### src/pkg/tsf_pkg.sv
// constants shared by the temperature sample queue and its slope filter
package tsf_pkg;
  localparam int          QDEPTH      = 64;
  localparam int          HIST_DEPTH  = 64;
  // register offsets
  localparam logic [7:0]  OFF_STATUS  = 8'h00;
  localparam logic [7:0]  OFF_IRQ_EN  = 8'h02;
  localparam logic [7:0]  OFF_WR_PTR  = 8'h04;
  localparam logic [7:0]  OFF_RD_PTR  = 8'h05;
  localparam logic [7:0]  OFF_LOST    = 8'h06;
  localparam logic [7:0]  OFF_COUNT   = 8'h07;
  localparam logic [7:0]  OFF_QDATA   = 8'h08;
  localparam logic [7:0]  OFF_WMARK   = 8'h09;
  localparam logic [7:0]  OFF_QCFG    = 8'h0A;
  localparam logic [7:0]  OFF_PINCFG  = 8'h12;
  localparam logic [7:0]  OFF_RISE    = 8'h26;
  localparam logic [7:0]  OFF_FALL    = 8'h27;
  localparam logic [7:0]  OFF_SLOPE   = 8'h28;
  // field positions and values
  localparam int          BIT_AFULL   = 7;
  localparam int          BIT_READY   = 6;
  localparam int          BIT_AF_EN   = 7;
  localparam int          BIT_ROLL    = 1;
  localparam int          BIT_AFTYPE  = 2;
  localparam int          BIT_CLRQRD  = 3;
  localparam int          BIT_FLUSH   = 4;
  localparam int          BIT_CHG_EN  = 3;
  localparam logic [1:0]  LAST_BYTE   = 2'h2;
  localparam logic [5:0]  PTR_MAX     = 6'h3F;
  localparam logic [1:0]  FCFG_ROUTE  = 2'h0;
  localparam logic [1:0]  OCFG_OFF    = 2'h0;
  localparam logic [1:0]  OCFG_OD_LOW = 2'h1;
  localparam logic [2:0]  LEN_CAP     = 3'h6;
  localparam logic [1:0]  RATE_RISE   = 2'h2;
  localparam logic [1:0]  RATE_FALL   = 2'h3;
  localparam logic [1:0]  RATE_NORM   = 2'h0;
  localparam logic [23:0] EMPTY_WORD  = 24'hFF_FFFF;
  // reset values
  localparam logic [5:0]  RST_WMARK   = 6'h00;
  localparam logic [7:0]  RST_LIMIT   = 8'h00;
  localparam logic [3:0]  RST_SLOPE   = 4'h0;
  localparam logic [1:0]  RST_PINCFG  = 2'h0;
endpackage

### src/hw/tsf_slope.sv
// slope filter over the last 2..65 temperature samples
`timescale 1ns/1ps
`default_nettype none
module tsf_slope #(
  parameter int HIST = tsf_pkg::HIST_DEPTH
) (
  input  wire logic        clk_sys,
  input  wire logic        resetn,
  input  wire logic        ce,
  input  wire logic        sample_valid,
  input  wire logic [15:0] sample,
  input  wire logic [2:0]  len_code,
  input  wire logic        enable,
  output logic             slope_ok,
  output logic [8:0]       slope
);
  import tsf_pkg::*;

  typedef struct packed {
    logic [HIST-1:0][15:0] hist;
    logic [6:0]            fill;
    logic [2:0]            len_q;
  } tsf_slope_t;

  tsf_slope_t st;
  tsf_slope_t next_st;
  logic [2:0]  shift;
  logic [6:0]  need;
  logic [16:0] diff;
  logic [16:0] quot;

  always_comb begin
    shift = (len_code >= LEN_CAP) ? LEN_CAP : len_code;
    need  = 7'(7'd1 << shift);
  end

  always_comb begin
    next_st = st;
    diff = 17'({sample[15], sample}) - 17'({st.hist[need - 7'd1][15], st.hist[need - 7'd1]});
    quot = $signed(diff) >>> shift;
    // no slope before span filled
    // a length change empties the window before any result counts
    slope_ok = enable && sample_valid && (st.fill >= need) && (st.len_q == len_code);
    // saturate to the 9-bit signed range
    if (!quot[16] && quot[15:8] != 8'h00) begin
      slope = 9'h0FF;
    end else if (quot[16] && quot[15:8] != 8'hFF) begin
      slope = 9'h100;
    end else begin
      slope = quot[8:0];
    end
    next_st.len_q = len_code;
    if (!enable || len_code != st.len_q) begin
      next_st.fill = 7'h00;
    end else if (sample_valid) begin
      next_st.hist = {st.hist[HIST-2:0], sample};
      if (st.fill < 7'(HIST)) begin
        next_st.fill = st.fill + 7'd1;
      end
    end
  end

  always_ff @(posedge clk_sys or negedge resetn) begin
    if (!resetn) begin
      st <= '0;
    end else if (ce) begin
      st <= next_st;
    end
  end

  AST_NO_EARLY_SLOPE: assert property (@(posedge clk_sys) disable iff (!resetn)
    slope_ok |-> st.fill >= need && st.len_q == len_code)
    else $error("slope reported before the window filled");

  AST_LONG_SPAN: assert property (@(posedge clk_sys) disable iff (!resetn)
    len_code[2:1] == 2'b11 |-> need == 7'd64)
    else $error("codes 6 and 7 must span 65 samples");
endmodule // tsf_slope
`default_nettype wire

### src/hw/tsf_queue.sv
// temperature sample queue with tagging, watermark and register port
//
// Notes on behaviour
// - three-bit length code picks 2,3,5,9,17,33,65 samples; 6 and 7 both 65
// - no slope result until the selected number of samples is collected
// - rise limit is N times 5 m°C per sample, N 0..255
// - fall limit is negative slope, same scale, N 0..255
// - queue of 64 entries, each 16-bit value plus tag
// - entry is tag 23:16 then data; tag 0,source,rate,threshold,1
// - rate field: 0x normal, 10 rise too fast, 11 fall too fast
// - threshold field: 0x normal, 10 below low, 11 above high
// - on rate violation store 9-bit slope with the rate bits
// - six-bit write pointer advances per push, wraps 0x3F to 0x00
// - six-bit read pointer advances per word read, wraps 0x3F to 0x00
// - lost words counted in six bits, saturating at 0x3F
// - lost-word counter cleared whenever a full word is popped
// - seven-bit unread count up on push, down on word read
// - read pointer steps once per completed three-byte burst
// - almost-full flag when count reaches 64 minus watermark
// - interrupt pin only with enable bit and pin routing set
// - when full, rollover overwrites oldest, else new sample dropped
// - type low re-flags every stored sample; high only on new condition
// - clear-on-queue-read low: status read only; high: either read
// - flush bit empties queue and zeroes pointers, count, lost counter
// - address pointer holds at 0x08 so reads drain successive bytes
`timescale 1ns/1ps
`default_nettype none
module tsf_queue #(
  parameter int DEPTH = tsf_pkg::QDEPTH
) (
  input  wire logic        clk_sys,
  input  wire logic        resetn,
  input  wire logic        ce,
  input  wire logic        reg_addr_load,
  input  wire logic [7:0]  reg_addr,
  input  wire logic        reg_wr,
  input  wire logic [7:0]  reg_wdata,
  input  wire logic        reg_rd,
  output logic [7:0]       reg_rdata,
  input  wire logic        conv_push,
  input  wire logic [15:0] conv_temp,
  input  wire logic [1:0]  conv_source,
  input  wire logic [1:0]  conv_thresh,
  input  wire logic        conv_enabled,
  output logic             irq_out,
  output logic             irq_oe
);
  import tsf_pkg::*;

  typedef struct packed {
    logic [DEPTH-1:0][23:0] mem;
    logic [5:0]             wr_ptr;
    logic [5:0]             rd_ptr;
    logic [5:0]             lost;
    logic [6:0]             cnt;
    logic [1:0]             byte_idx;
    logic [7:0]             addr;
    logic [7:0]             rdata;
    logic                   a_full;
    logic                   ready;
    logic                   a_cond;
    logic [5:0]             wmark;
    logic                   roll;
    logic                   af_type;
    logic                   clr_qrd;
    logic                   af_en;
    logic [1:0]             ocfg;
    logic [1:0]             fcfg;
    logic [7:0]             rise;
    logic [7:0]             fall;
    logic [3:0]             slope_cfg;
    logic                   irq_out;
    logic                   irq_oe;
  } tsf_state_t;

  tsf_state_t  st;
  tsf_state_t  next_st;
  logic        slope_ok;
  logic [8:0]  slope;
  logic [1:0]  rate;
  logic [23:0] word_in;
  logic [23:0] word_out;
  logic [7:0]  rd_mux;
  logic [6:0]  cnt_mid;
  logic        full;
  logic        qrd;
  logic        srd;
  logic        pop_word;
  logic        push_acc;
  logic        push_roll;
  logic        flush;
  logic        irq_want;

  tsf_slope u_slope (
    .clk_sys      (clk_sys),
    .resetn       (resetn),
    .ce           (ce),
    .sample_valid (conv_push),
    .sample       (conv_temp),
    .len_code     (st.slope_cfg[2:0]),
    .enable       (st.slope_cfg[BIT_CHG_EN] && conv_enabled),
    .slope_ok     (slope_ok),
    .slope        (slope)
  );

  // tag and payload for the incoming sample
  always_comb begin
    rate = RATE_NORM;
    // rise beyond N LSB per sample
    if (slope_ok && !slope[8] && slope[7:0] > st.rise) begin
      rate = RATE_RISE;
    end
    // fall beyond N LSB per sample
    if (slope_ok && slope[8] && $signed(slope) < -$signed({1'b0, st.fall})) begin
      rate = RATE_FALL;
    end
    // tag layout, rate code, threshold code
    word_in[23:16] = {1'b0, conv_source, rate, conv_thresh, 1'b1};
    // slope replaces the value on a violation
    word_in[15:0] = rate[1] ? {{7{slope[8]}}, slope} : conv_temp;
  end

  // read data mux, byte of the current entry picked by burst position
  always_comb begin
    word_out = (st.cnt == 7'h00) ? EMPTY_WORD : st.mem[st.rd_ptr];
    case (st.addr)
      OFF_STATUS: rd_mux = {st.a_full, st.ready, 6'h00};
      OFF_IRQ_EN: rd_mux = {st.af_en, 7'h00};
      OFF_WR_PTR: rd_mux = {2'h0, st.wr_ptr};
      OFF_RD_PTR: rd_mux = {2'h0, st.rd_ptr};
      OFF_LOST:   rd_mux = {2'h0, st.lost};
      OFF_COUNT:  rd_mux = {1'b0, st.cnt};
      OFF_QDATA: begin
        case (st.byte_idx)
          2'h0:    rd_mux = word_out[23:16];
          2'h1:    rd_mux = word_out[15:8];
          default: rd_mux = word_out[7:0];
        endcase
      end
      OFF_WMARK:  rd_mux = {2'h0, st.wmark};
      OFF_QCFG:   rd_mux = {4'h0, st.clr_qrd, st.af_type, st.roll, 1'b0};
      OFF_PINCFG: rd_mux = {4'h0, st.fcfg, st.ocfg};
      OFF_RISE:   rd_mux = st.rise;
      OFF_FALL:   rd_mux = st.fall;
      OFF_SLOPE:  rd_mux = {4'h0, st.slope_cfg};
      default:    rd_mux = 8'h00;
    endcase
  end

  always_comb begin
    next_st   = st;
    qrd       = 1'b0;
    srd       = 1'b0;
    pop_word  = 1'b0;
    push_acc  = 1'b0;
    push_roll = 1'b0;
    flush     = 1'b0;
    full      = 1'b0;
    cnt_mid   = st.cnt;
    irq_want  = 1'b0;

    // register reads
    if (reg_rd) begin
      next_st.rdata = rd_mux;
      srd = (st.addr == OFF_STATUS);
      if (st.addr == OFF_QDATA) begin
        qrd = 1'b1;
        if (st.byte_idx == LAST_BYTE) begin
          next_st.byte_idx = 2'h0;
          pop_word = (st.cnt != 7'h00);
        end else begin
          next_st.byte_idx = st.byte_idx + 2'h1;
        end
      end else begin
        next_st.addr = st.addr + 8'h01;
      end
    end

    // register writes; the queue port itself takes no data
    if (reg_wr) begin
      case (st.addr)
        OFF_IRQ_EN: next_st.af_en = reg_wdata[BIT_AF_EN];
        OFF_WR_PTR: next_st.wr_ptr = reg_wdata[5:0];
        OFF_RD_PTR: next_st.rd_ptr = reg_wdata[5:0];
        OFF_WMARK:  next_st.wmark = reg_wdata[5:0];
        OFF_QCFG: begin
          next_st.roll    = reg_wdata[BIT_ROLL];
          next_st.af_type = reg_wdata[BIT_AFTYPE];
          next_st.clr_qrd = reg_wdata[BIT_CLRQRD];
          flush           = reg_wdata[BIT_FLUSH];
        end
        OFF_PINCFG: begin
          next_st.ocfg = reg_wdata[1:0];
          next_st.fcfg = reg_wdata[3:2];
        end
        OFF_RISE:   next_st.rise = reg_wdata;
        OFF_FALL:   next_st.fall = reg_wdata;
        OFF_SLOPE:  next_st.slope_cfg = reg_wdata[3:0];
        default:    next_st.addr = next_st.addr;
      endcase
      // no auto-increment on the queue port
      if (st.addr != OFF_QDATA) begin
        next_st.addr = st.addr + 8'h01;
      end
    end

    // a new frame resets the burst position
    if (reg_addr_load) begin
      next_st.addr     = reg_addr;
      next_st.byte_idx = 2'h0;
    end

    // read pointer wraps naturally in six bits
    if (pop_word) begin
      next_st.rd_ptr = next_st.rd_ptr + 6'h01;
      cnt_mid = st.cnt - 7'd1;
      // popped word clears the lost count
      next_st.lost = 6'h00;
    end
    next_st.cnt = cnt_mid;

    // clears come first so a same-cycle set wins
    if (srd || (qrd && st.clr_qrd)) begin
      next_st.a_full = 1'b0;
      next_st.ready  = 1'b0;
    end

    if (conv_push) begin
      full = (cnt_mid == 7'(DEPTH));
      if (!full) begin
        next_st.mem[st.wr_ptr] = word_in;
        // write pointer wraps in six bits
        next_st.wr_ptr = st.wr_ptr + 6'h01;
        next_st.cnt = cnt_mid + 7'd1;
        push_acc = 1'b1;
      end else begin
        if (st.roll) begin
          next_st.mem[st.wr_ptr] = word_in;
          next_st.wr_ptr = st.wr_ptr + 6'h01;
          next_st.rd_ptr = next_st.rd_ptr + 6'h01;
          push_roll = 1'b1;
        end
        if (st.lost != PTR_MAX) begin
          next_st.lost = st.lost + 6'h01;
        end
      end
    end

    next_st.a_cond = (next_st.cnt >= 7'(DEPTH) - {1'b0, st.wmark});
    if (push_acc || push_roll) begin
      next_st.ready = 1'b1;
      if (next_st.a_cond && (!st.af_type || !st.a_cond)) begin
        next_st.a_full = 1'b1;
      end
    end

    if (flush) begin
      next_st.wr_ptr   = 6'h00;
      next_st.rd_ptr   = 6'h00;
      next_st.cnt      = 7'h00;
      next_st.lost     = 6'h00;
      next_st.byte_idx = 2'h0;
      next_st.a_cond   = 1'b0;
    end

    // pin asserted only when enabled and routed
    irq_want = st.a_full && st.af_en && st.fcfg == FCFG_ROUTE;
    if (st.ocfg == OCFG_OFF) begin
      next_st.irq_oe  = 1'b0;
      next_st.irq_out = 1'b0;
    end else if (st.ocfg == OCFG_OD_LOW) begin
      // open drain: only pull low while asserted
      next_st.irq_oe  = irq_want;
      next_st.irq_out = 1'b0;
    end else begin
      next_st.irq_oe  = 1'b1;
      next_st.irq_out = irq_want;
    end
  end

  always_ff @(posedge clk_sys or negedge resetn) begin
    if (!resetn) begin
      st           <= '0;
      st.wmark     <= RST_WMARK;
      st.rise      <= RST_LIMIT;
      st.fall      <= RST_LIMIT;
      st.slope_cfg <= RST_SLOPE;
      st.ocfg      <= RST_PINCFG;
      st.fcfg      <= RST_PINCFG;
    end else if (ce) begin
      st <= next_st;
    end
  end

  assign reg_rdata = st.rdata;
  assign irq_out   = st.irq_out;
  assign irq_oe    = st.irq_oe;

  AST_WR_WRAP: assert property (@(posedge clk_sys) disable iff (!resetn)
    ce && push_acc && !flush && !reg_wr && st.wr_ptr == PTR_MAX |=> st.wr_ptr == 6'h00)
    else $error("write pointer did not wrap to zero");

  AST_POP_STEP: assert property (@(posedge clk_sys) disable iff (!resetn)
    ce && pop_word && !push_roll && !flush && !reg_wr
    |=> st.rd_ptr == $past(st.rd_ptr) + 6'h01 && st.lost == 6'h00)
    else $error("word pop did not step the read pointer and clear lost count");

  AST_LOST_SAT: assert property (@(posedge clk_sys) disable iff (!resetn)
    ce && st.lost == PTR_MAX && conv_push && full && !pop_word && !flush
    |=> st.lost == PTR_MAX)
    else $error("lost-word counter left saturation");

  AST_DROP: assert property (@(posedge clk_sys) disable iff (!resetn)
    ce && full && !st.roll && !reg_wr |=> st.wr_ptr == $past(st.wr_ptr)
    && st.mem == $past(st.mem))
    else $error("full queue without rollover changed");

  AST_TAG: assert property (@(posedge clk_sys) disable iff (!resetn)
    ce && push_acc |=> st.mem[$past(st.wr_ptr)][23] == 1'b0
    && st.mem[$past(st.wr_ptr)][16] == 1'b1)
    else $error("stored tag lacks its fixed bits");

  AST_AFULL: assert property (@(posedge clk_sys) disable iff (!resetn)
    ce && push_acc && !st.af_type && !flush
    && next_st.cnt >= 7'(DEPTH) - {1'b0, st.wmark} |=> st.a_full)
    else $error("almost-full flag missed at watermark");

  AST_ADDR_HOLD: assert property (@(posedge clk_sys) disable iff (!resetn)
    ce && reg_rd && !reg_addr_load && st.addr == OFF_QDATA |=> st.addr == OFF_QDATA)
    else $error("address moved off the queue port");

  AST_FLUSH: assert property (@(posedge clk_sys) disable iff (!resetn)
    ce && flush |=> st.cnt == 7'h00 && st.wr_ptr == 6'h00 && st.rd_ptr == 6'h00
    && st.lost == 6'h00)
    else $error("flush left queue state behind");

  AST_IRQ_GATE: assert property (@(posedge clk_sys) disable iff (!resetn)
    ce && !st.af_en && st.ocfg == OCFG_OD_LOW |=> !st.irq_oe)
    else $error("interrupt pulled without enable");

  AST_STAT_CLR: assert property (@(posedge clk_sys) disable iff (!resetn)
    ce && srd && !conv_push |=> !st.a_full && !st.ready)
    else $error("status read did not clear flags");
endmodule // tsf_queue
`default_nettype wire

### config.mk
export PLATFORM = sky130hd
export DESIGN_NAME = tsf_queue
export DESIGN_NICKNAME = d
export VERILOG_FILES = /design/src/pkg/tsf_pkg.sv /design/src/hw/tsf_slope.sv /design/src/hw/tsf_queue.sv
export SDC_FILE = /design/constraint.sdc
export NUM_CORES = 2
export LEC_CHECK = 0
export ABC_CLOCK_PERIOD_IN_PS = 22700
export BUFFER_PORTS_ARGS = -buffer_cell sky130_fd_sc_hd__buf_2
export CAP_MARGIN = 20
export CORE_MARGIN = 4
export CORE_UTILIZATION = 59
export CTS_CLUSTER_DIAMETER = 80
export DETAILED_ROUTE_END_ITERATION = 7
export GPL_ROUTABILITY_DRIVEN = 0
export PLACE_DENSITY = 0.75
export SETUP_SLACK_MARGIN = 0.05
export SKIP_LAST_GASP = 1
export SYNTH_ARGS = -nofsm -noshare
export SYNTH_HDL_FRONTEND = slang
export SYNTH_SLANG_ARGS = --single-unit
### constraint.sdc
create_clock -name clk_sys -period 22.7 [get_ports clk_sys]
set_clock_uncertainty 0.1 [all_clocks]
set_input_delay 4.54 -clock clk_sys [delete_from_list [all_inputs] [get_ports clk_sys]]
set_output_delay 4.54 -clock clk_sys [all_outputs]
set_load 0.02 [all_outputs]
==> summary.txt <==
Timing
  • Final min period: 11.10 ns
  • Setup total negative slack: 0 ns
  • Hold Vio Cnt, Final: 0
  • Final worst path period share: 48.9%
  • RSZ-0062 raised after global routing: false
  • Tightest Pin Transition: 1.17 ns
  • Rel. slew slack: 22.1%
  • Final Setup Violations: 0
  • Fmax: 90.1 MHz
  • Fin. max-slew vios: 0

Worst setup path
  • Critical Path Max Stage Delay: 1.05 ns
  • Crit path DAT: 11.79 ns
  • Most frequent CP cell: inv_1
  • Cell family with most CP delay: compound AO/OA/AOI/OAI gates
  • Crit path from: conv_temp[0]
  • Critical path endpoint category: register
  • CP required: 23.39 ns
  • Worst path slowest cell: or4b_2
  • CP startpoint kind: input port
  • Critical path buffers and inverters: 7
  • Critical path type: input port to register
  • Crit Path Max Fanout: 37
  • R2R Path Start: st[2]

Power and ir drop
  • Max VDD drop: 0.0904 mV
  • Pwr per Cell Area: 93.7 mW/mm^2
  • Leak: 60.1 nW

Clocking
  • Post_cts resized: 0
  • CTS sink cnt: 2652
  • H-tree lvl count: 5
  • Clock Path Buffers: 4
  • Post-CTS Setup Inserts: 0
  • TritonCTS clock tree: done
  • Later-pin clock latency in the skew report: 0.95 ns
  • # hold bufs at CTS: 0
  • Clock slew at reported path FFs: 0.07 ns
  • CTS Buf Count: 283
  • CTS root buffer: clkbuf_16

Synthesis
  • Share of flip-flops with an asynchronous set or reset: 100%
  • Net count after synthesis: 9465
  • Top post-synthesis cells by area: dfrtp_1 (58%), mux2_2 (10%), mux4_2 (10%), nand2_1 (6.1%), o21ai_0 (3.1%)
  • Sequential share of the synthesized area: 57.6%
  • Distinct cell type count after synthesis: 98
  • EDFF count, synth: 0
  • Biggest area consumer among synthesized cells: dfrtp_1
  • Mapped cell area: 0.115 mm^2
  • Syn Area/Cell: 12.3 um^2
  • Most used flip-flop cell after synthesis: dfrtp_1
  • Synthesized instance count: 9360
  • FF+latch count, synth: 2652
  • Area share of the largest cell type after synthesis: 57.6%
  • Synth Warn #: 0

Layout
  • Commonest cells after routing, fill and taps aside: dfrtp_1 (2646), nand2_1 (1855), mux2_2 (1055), o21ai_0 (725), mux4_2 (518)
  • Final Net Count: 9181
  • Post-route cell area: 0.127 mm^2
  • Layout cell share with drive strength beyond 1: 25.5%
  • P&R area growth vs syn: 9.92%
  • Final core occ: 65.5%
  • Fill cell count: 13.7k
  • Commonest non-fill, non-tap cell in the layout: dfrtp_1

Die
  • Total Die Area: 0.202 mm^2
  • I/O pin count: 54
  • Die height: 450 um
  • DIE WIDTH: 450 um
  • Cell Rows: 161
  • Initial Util: 59.6%
  • Core area: 0.193 mm^2

Global route
  • Initial antenna violation count: 14
  • Grt ovf: 0
  • Number of global-route vias before repair: 78.1k
  • First-pass GRT wire length: 451000 um
  • Largest net degree at the start of global routing: 198
  • GR Util All Layers: 28.3%

Placement
  • Placed instance area: 0.117 mm^2
  • Port bufs: 53
  • Final HPWL DP: 172000 um

Route
  • Final wirelength: 285000 um
  • Drt drc: 0
  • Vias: 75.5k
  • Wire per inst: 24.1 um
  • Number of DRC markers in iteration 0: 8118
  • Vias per inst: 6.40
  • DR pass1 iterations: 7
  • Antenna-violating nets left: 0

Status
  • Status: complete, no violations

Worst hold path
  • Hold path startpoint: st[1370]
  • Worst hold-check path type: register to register

Job
  • Maxcap violations: 0
stage by stage:
stage,hold slack [ns],total power [mW],setup slack (ns),instances
5_1_grt,0.376,12.3,11.22,11800
4_1_cts,0.364,11.9,11.57,11800
3_3_place_gp,0.343,7.13,10.57,11300
3_5_place_dp,0.348,7.22,10.64,11300
6_report,0.360,11.9,11.60,11800
2_1_floorplan,0.329,6.62,12.69,9360
logic make-up (layout without fill, tap and decap cells):
logic type | count (synthesis) | after routing | synth area share, %
xor+xnor | 46 | 46 | 0.350
compound gates | 1518 | 1518 | 8.24
buf+inv | 826 | 737 | 2.91
flops | 2652 | 2652 | 57.6
other cells | 0 | 9 | 0
simple gates | 2637 | 2637 | 9.39
fa+ha+maj | 61 | 61 | 0.669
mux | 1620 | 1620 | 20.8
worst reg2reg max path, stage by stage, from the launching register on:
cell      delay (ns)
dfrtp_2         0.79
buf_4           0.63
inv_1           0.46
nand2_1         0.32
o22ai_1         0.11
o21ai_0         0.20
o221ai_1        0.22
ha_1            0.55
nand4_1         0.22
nor2_1          0.20
a21boi_1        0.45
o41ai_2         0.18
o21ai_0         0.25
nand3_1         0.18
a311o_1         0.43
o31ai_2         0.35
o21ai_0         0.41
ha_1            0.44
nand4_1         0.10
or2_2           0.34
o221a_2         0.27
o31ai_1         0.09
a31oi_2         0.10
o21ai_4         0.80
buf_4           0.57
nand3_2         0.16
buf_4           0.38
a31oi_1         0.47
cell usage after synthesis (all sizes together), types with 10 or more instances:
| master | number |
|---|---|
| a31oi | 270 |
| mux2 | 1055 |
| xnor2 | 26 |
| nand3 | 89 |
| a21o | 13 |
| inv | 53 |
| nand4 | 21 |
| nor2 | 389 |
| a21oi | 90 |
| or2 | 15 |
| nor2b | 19 |
| o22ai | 14 |
| o31ai | 264 |
| mux4 | 518 |
| nand2 | 1876 |
| and2 | 64 |
| and3 | 24 |
| xor2 | 20 |
| a22o | 13 |
| o21ai | 738 |
| mux2i | 47 |
| nand2b | 67 |
| a22oi | 10 |
| a221oi | 14 |
| ha | 60 |
| nor3 | 32 |
| clkbuf | 555 |
| dfrtp | 2652 |
| buf | 215 |
state kept, by name, summed over array words and instances (netlist names), named ones only:
register / flops
st: 1607
u_slope.st: 1034
reg_rdata: 8
irq_oe: 1
irq_out: 1
where the power goes:
group,switching (mW),internal [mW]
Clock,1.85,2.83
Combinational,1.00,0.729
Sequential,0.300,5.15
path summary, 6_finish.rpt:
kind	to	slack, ns	cells past startpoint
max in group asynchronous	u_slope.st[34]	14.43	6
hold / removal	st[1370]	0.36	1
setup reg to reg	st[395]	12.80	27
setup / recovery	st[854]	11.60	28
hold reg to reg	st[1370]	0.36	1
min in group asynchronous	st[1346]	3.46	1
final cells by class:
cell class                 instances  area [um^2]  area share (%)
inverter                          56          213           0.168
clock buffer                     398         8190            6.47
multi-input combinational       5882        45800            36.1
sequential                      2652        66400            52.4
timing repair buffer             201         1700            1.34
antenna                            9         22.5          0.0178
clock inverter                    82         1190           0.944
tap                             2526         3160            2.50
layer usage:
metal,vias to the layer above,GRT usage [%],routed length [um],share of wire (%)
met5,-,0,82,0.029
met4,12,13.7,14800,5.2
met3,860,6.90,26100,9.2
met2,3519,45.0,135000,47
met1,38600,37.1,109000,38
li1,32500,-,-,-
Power figures use the tool's default switching activity.
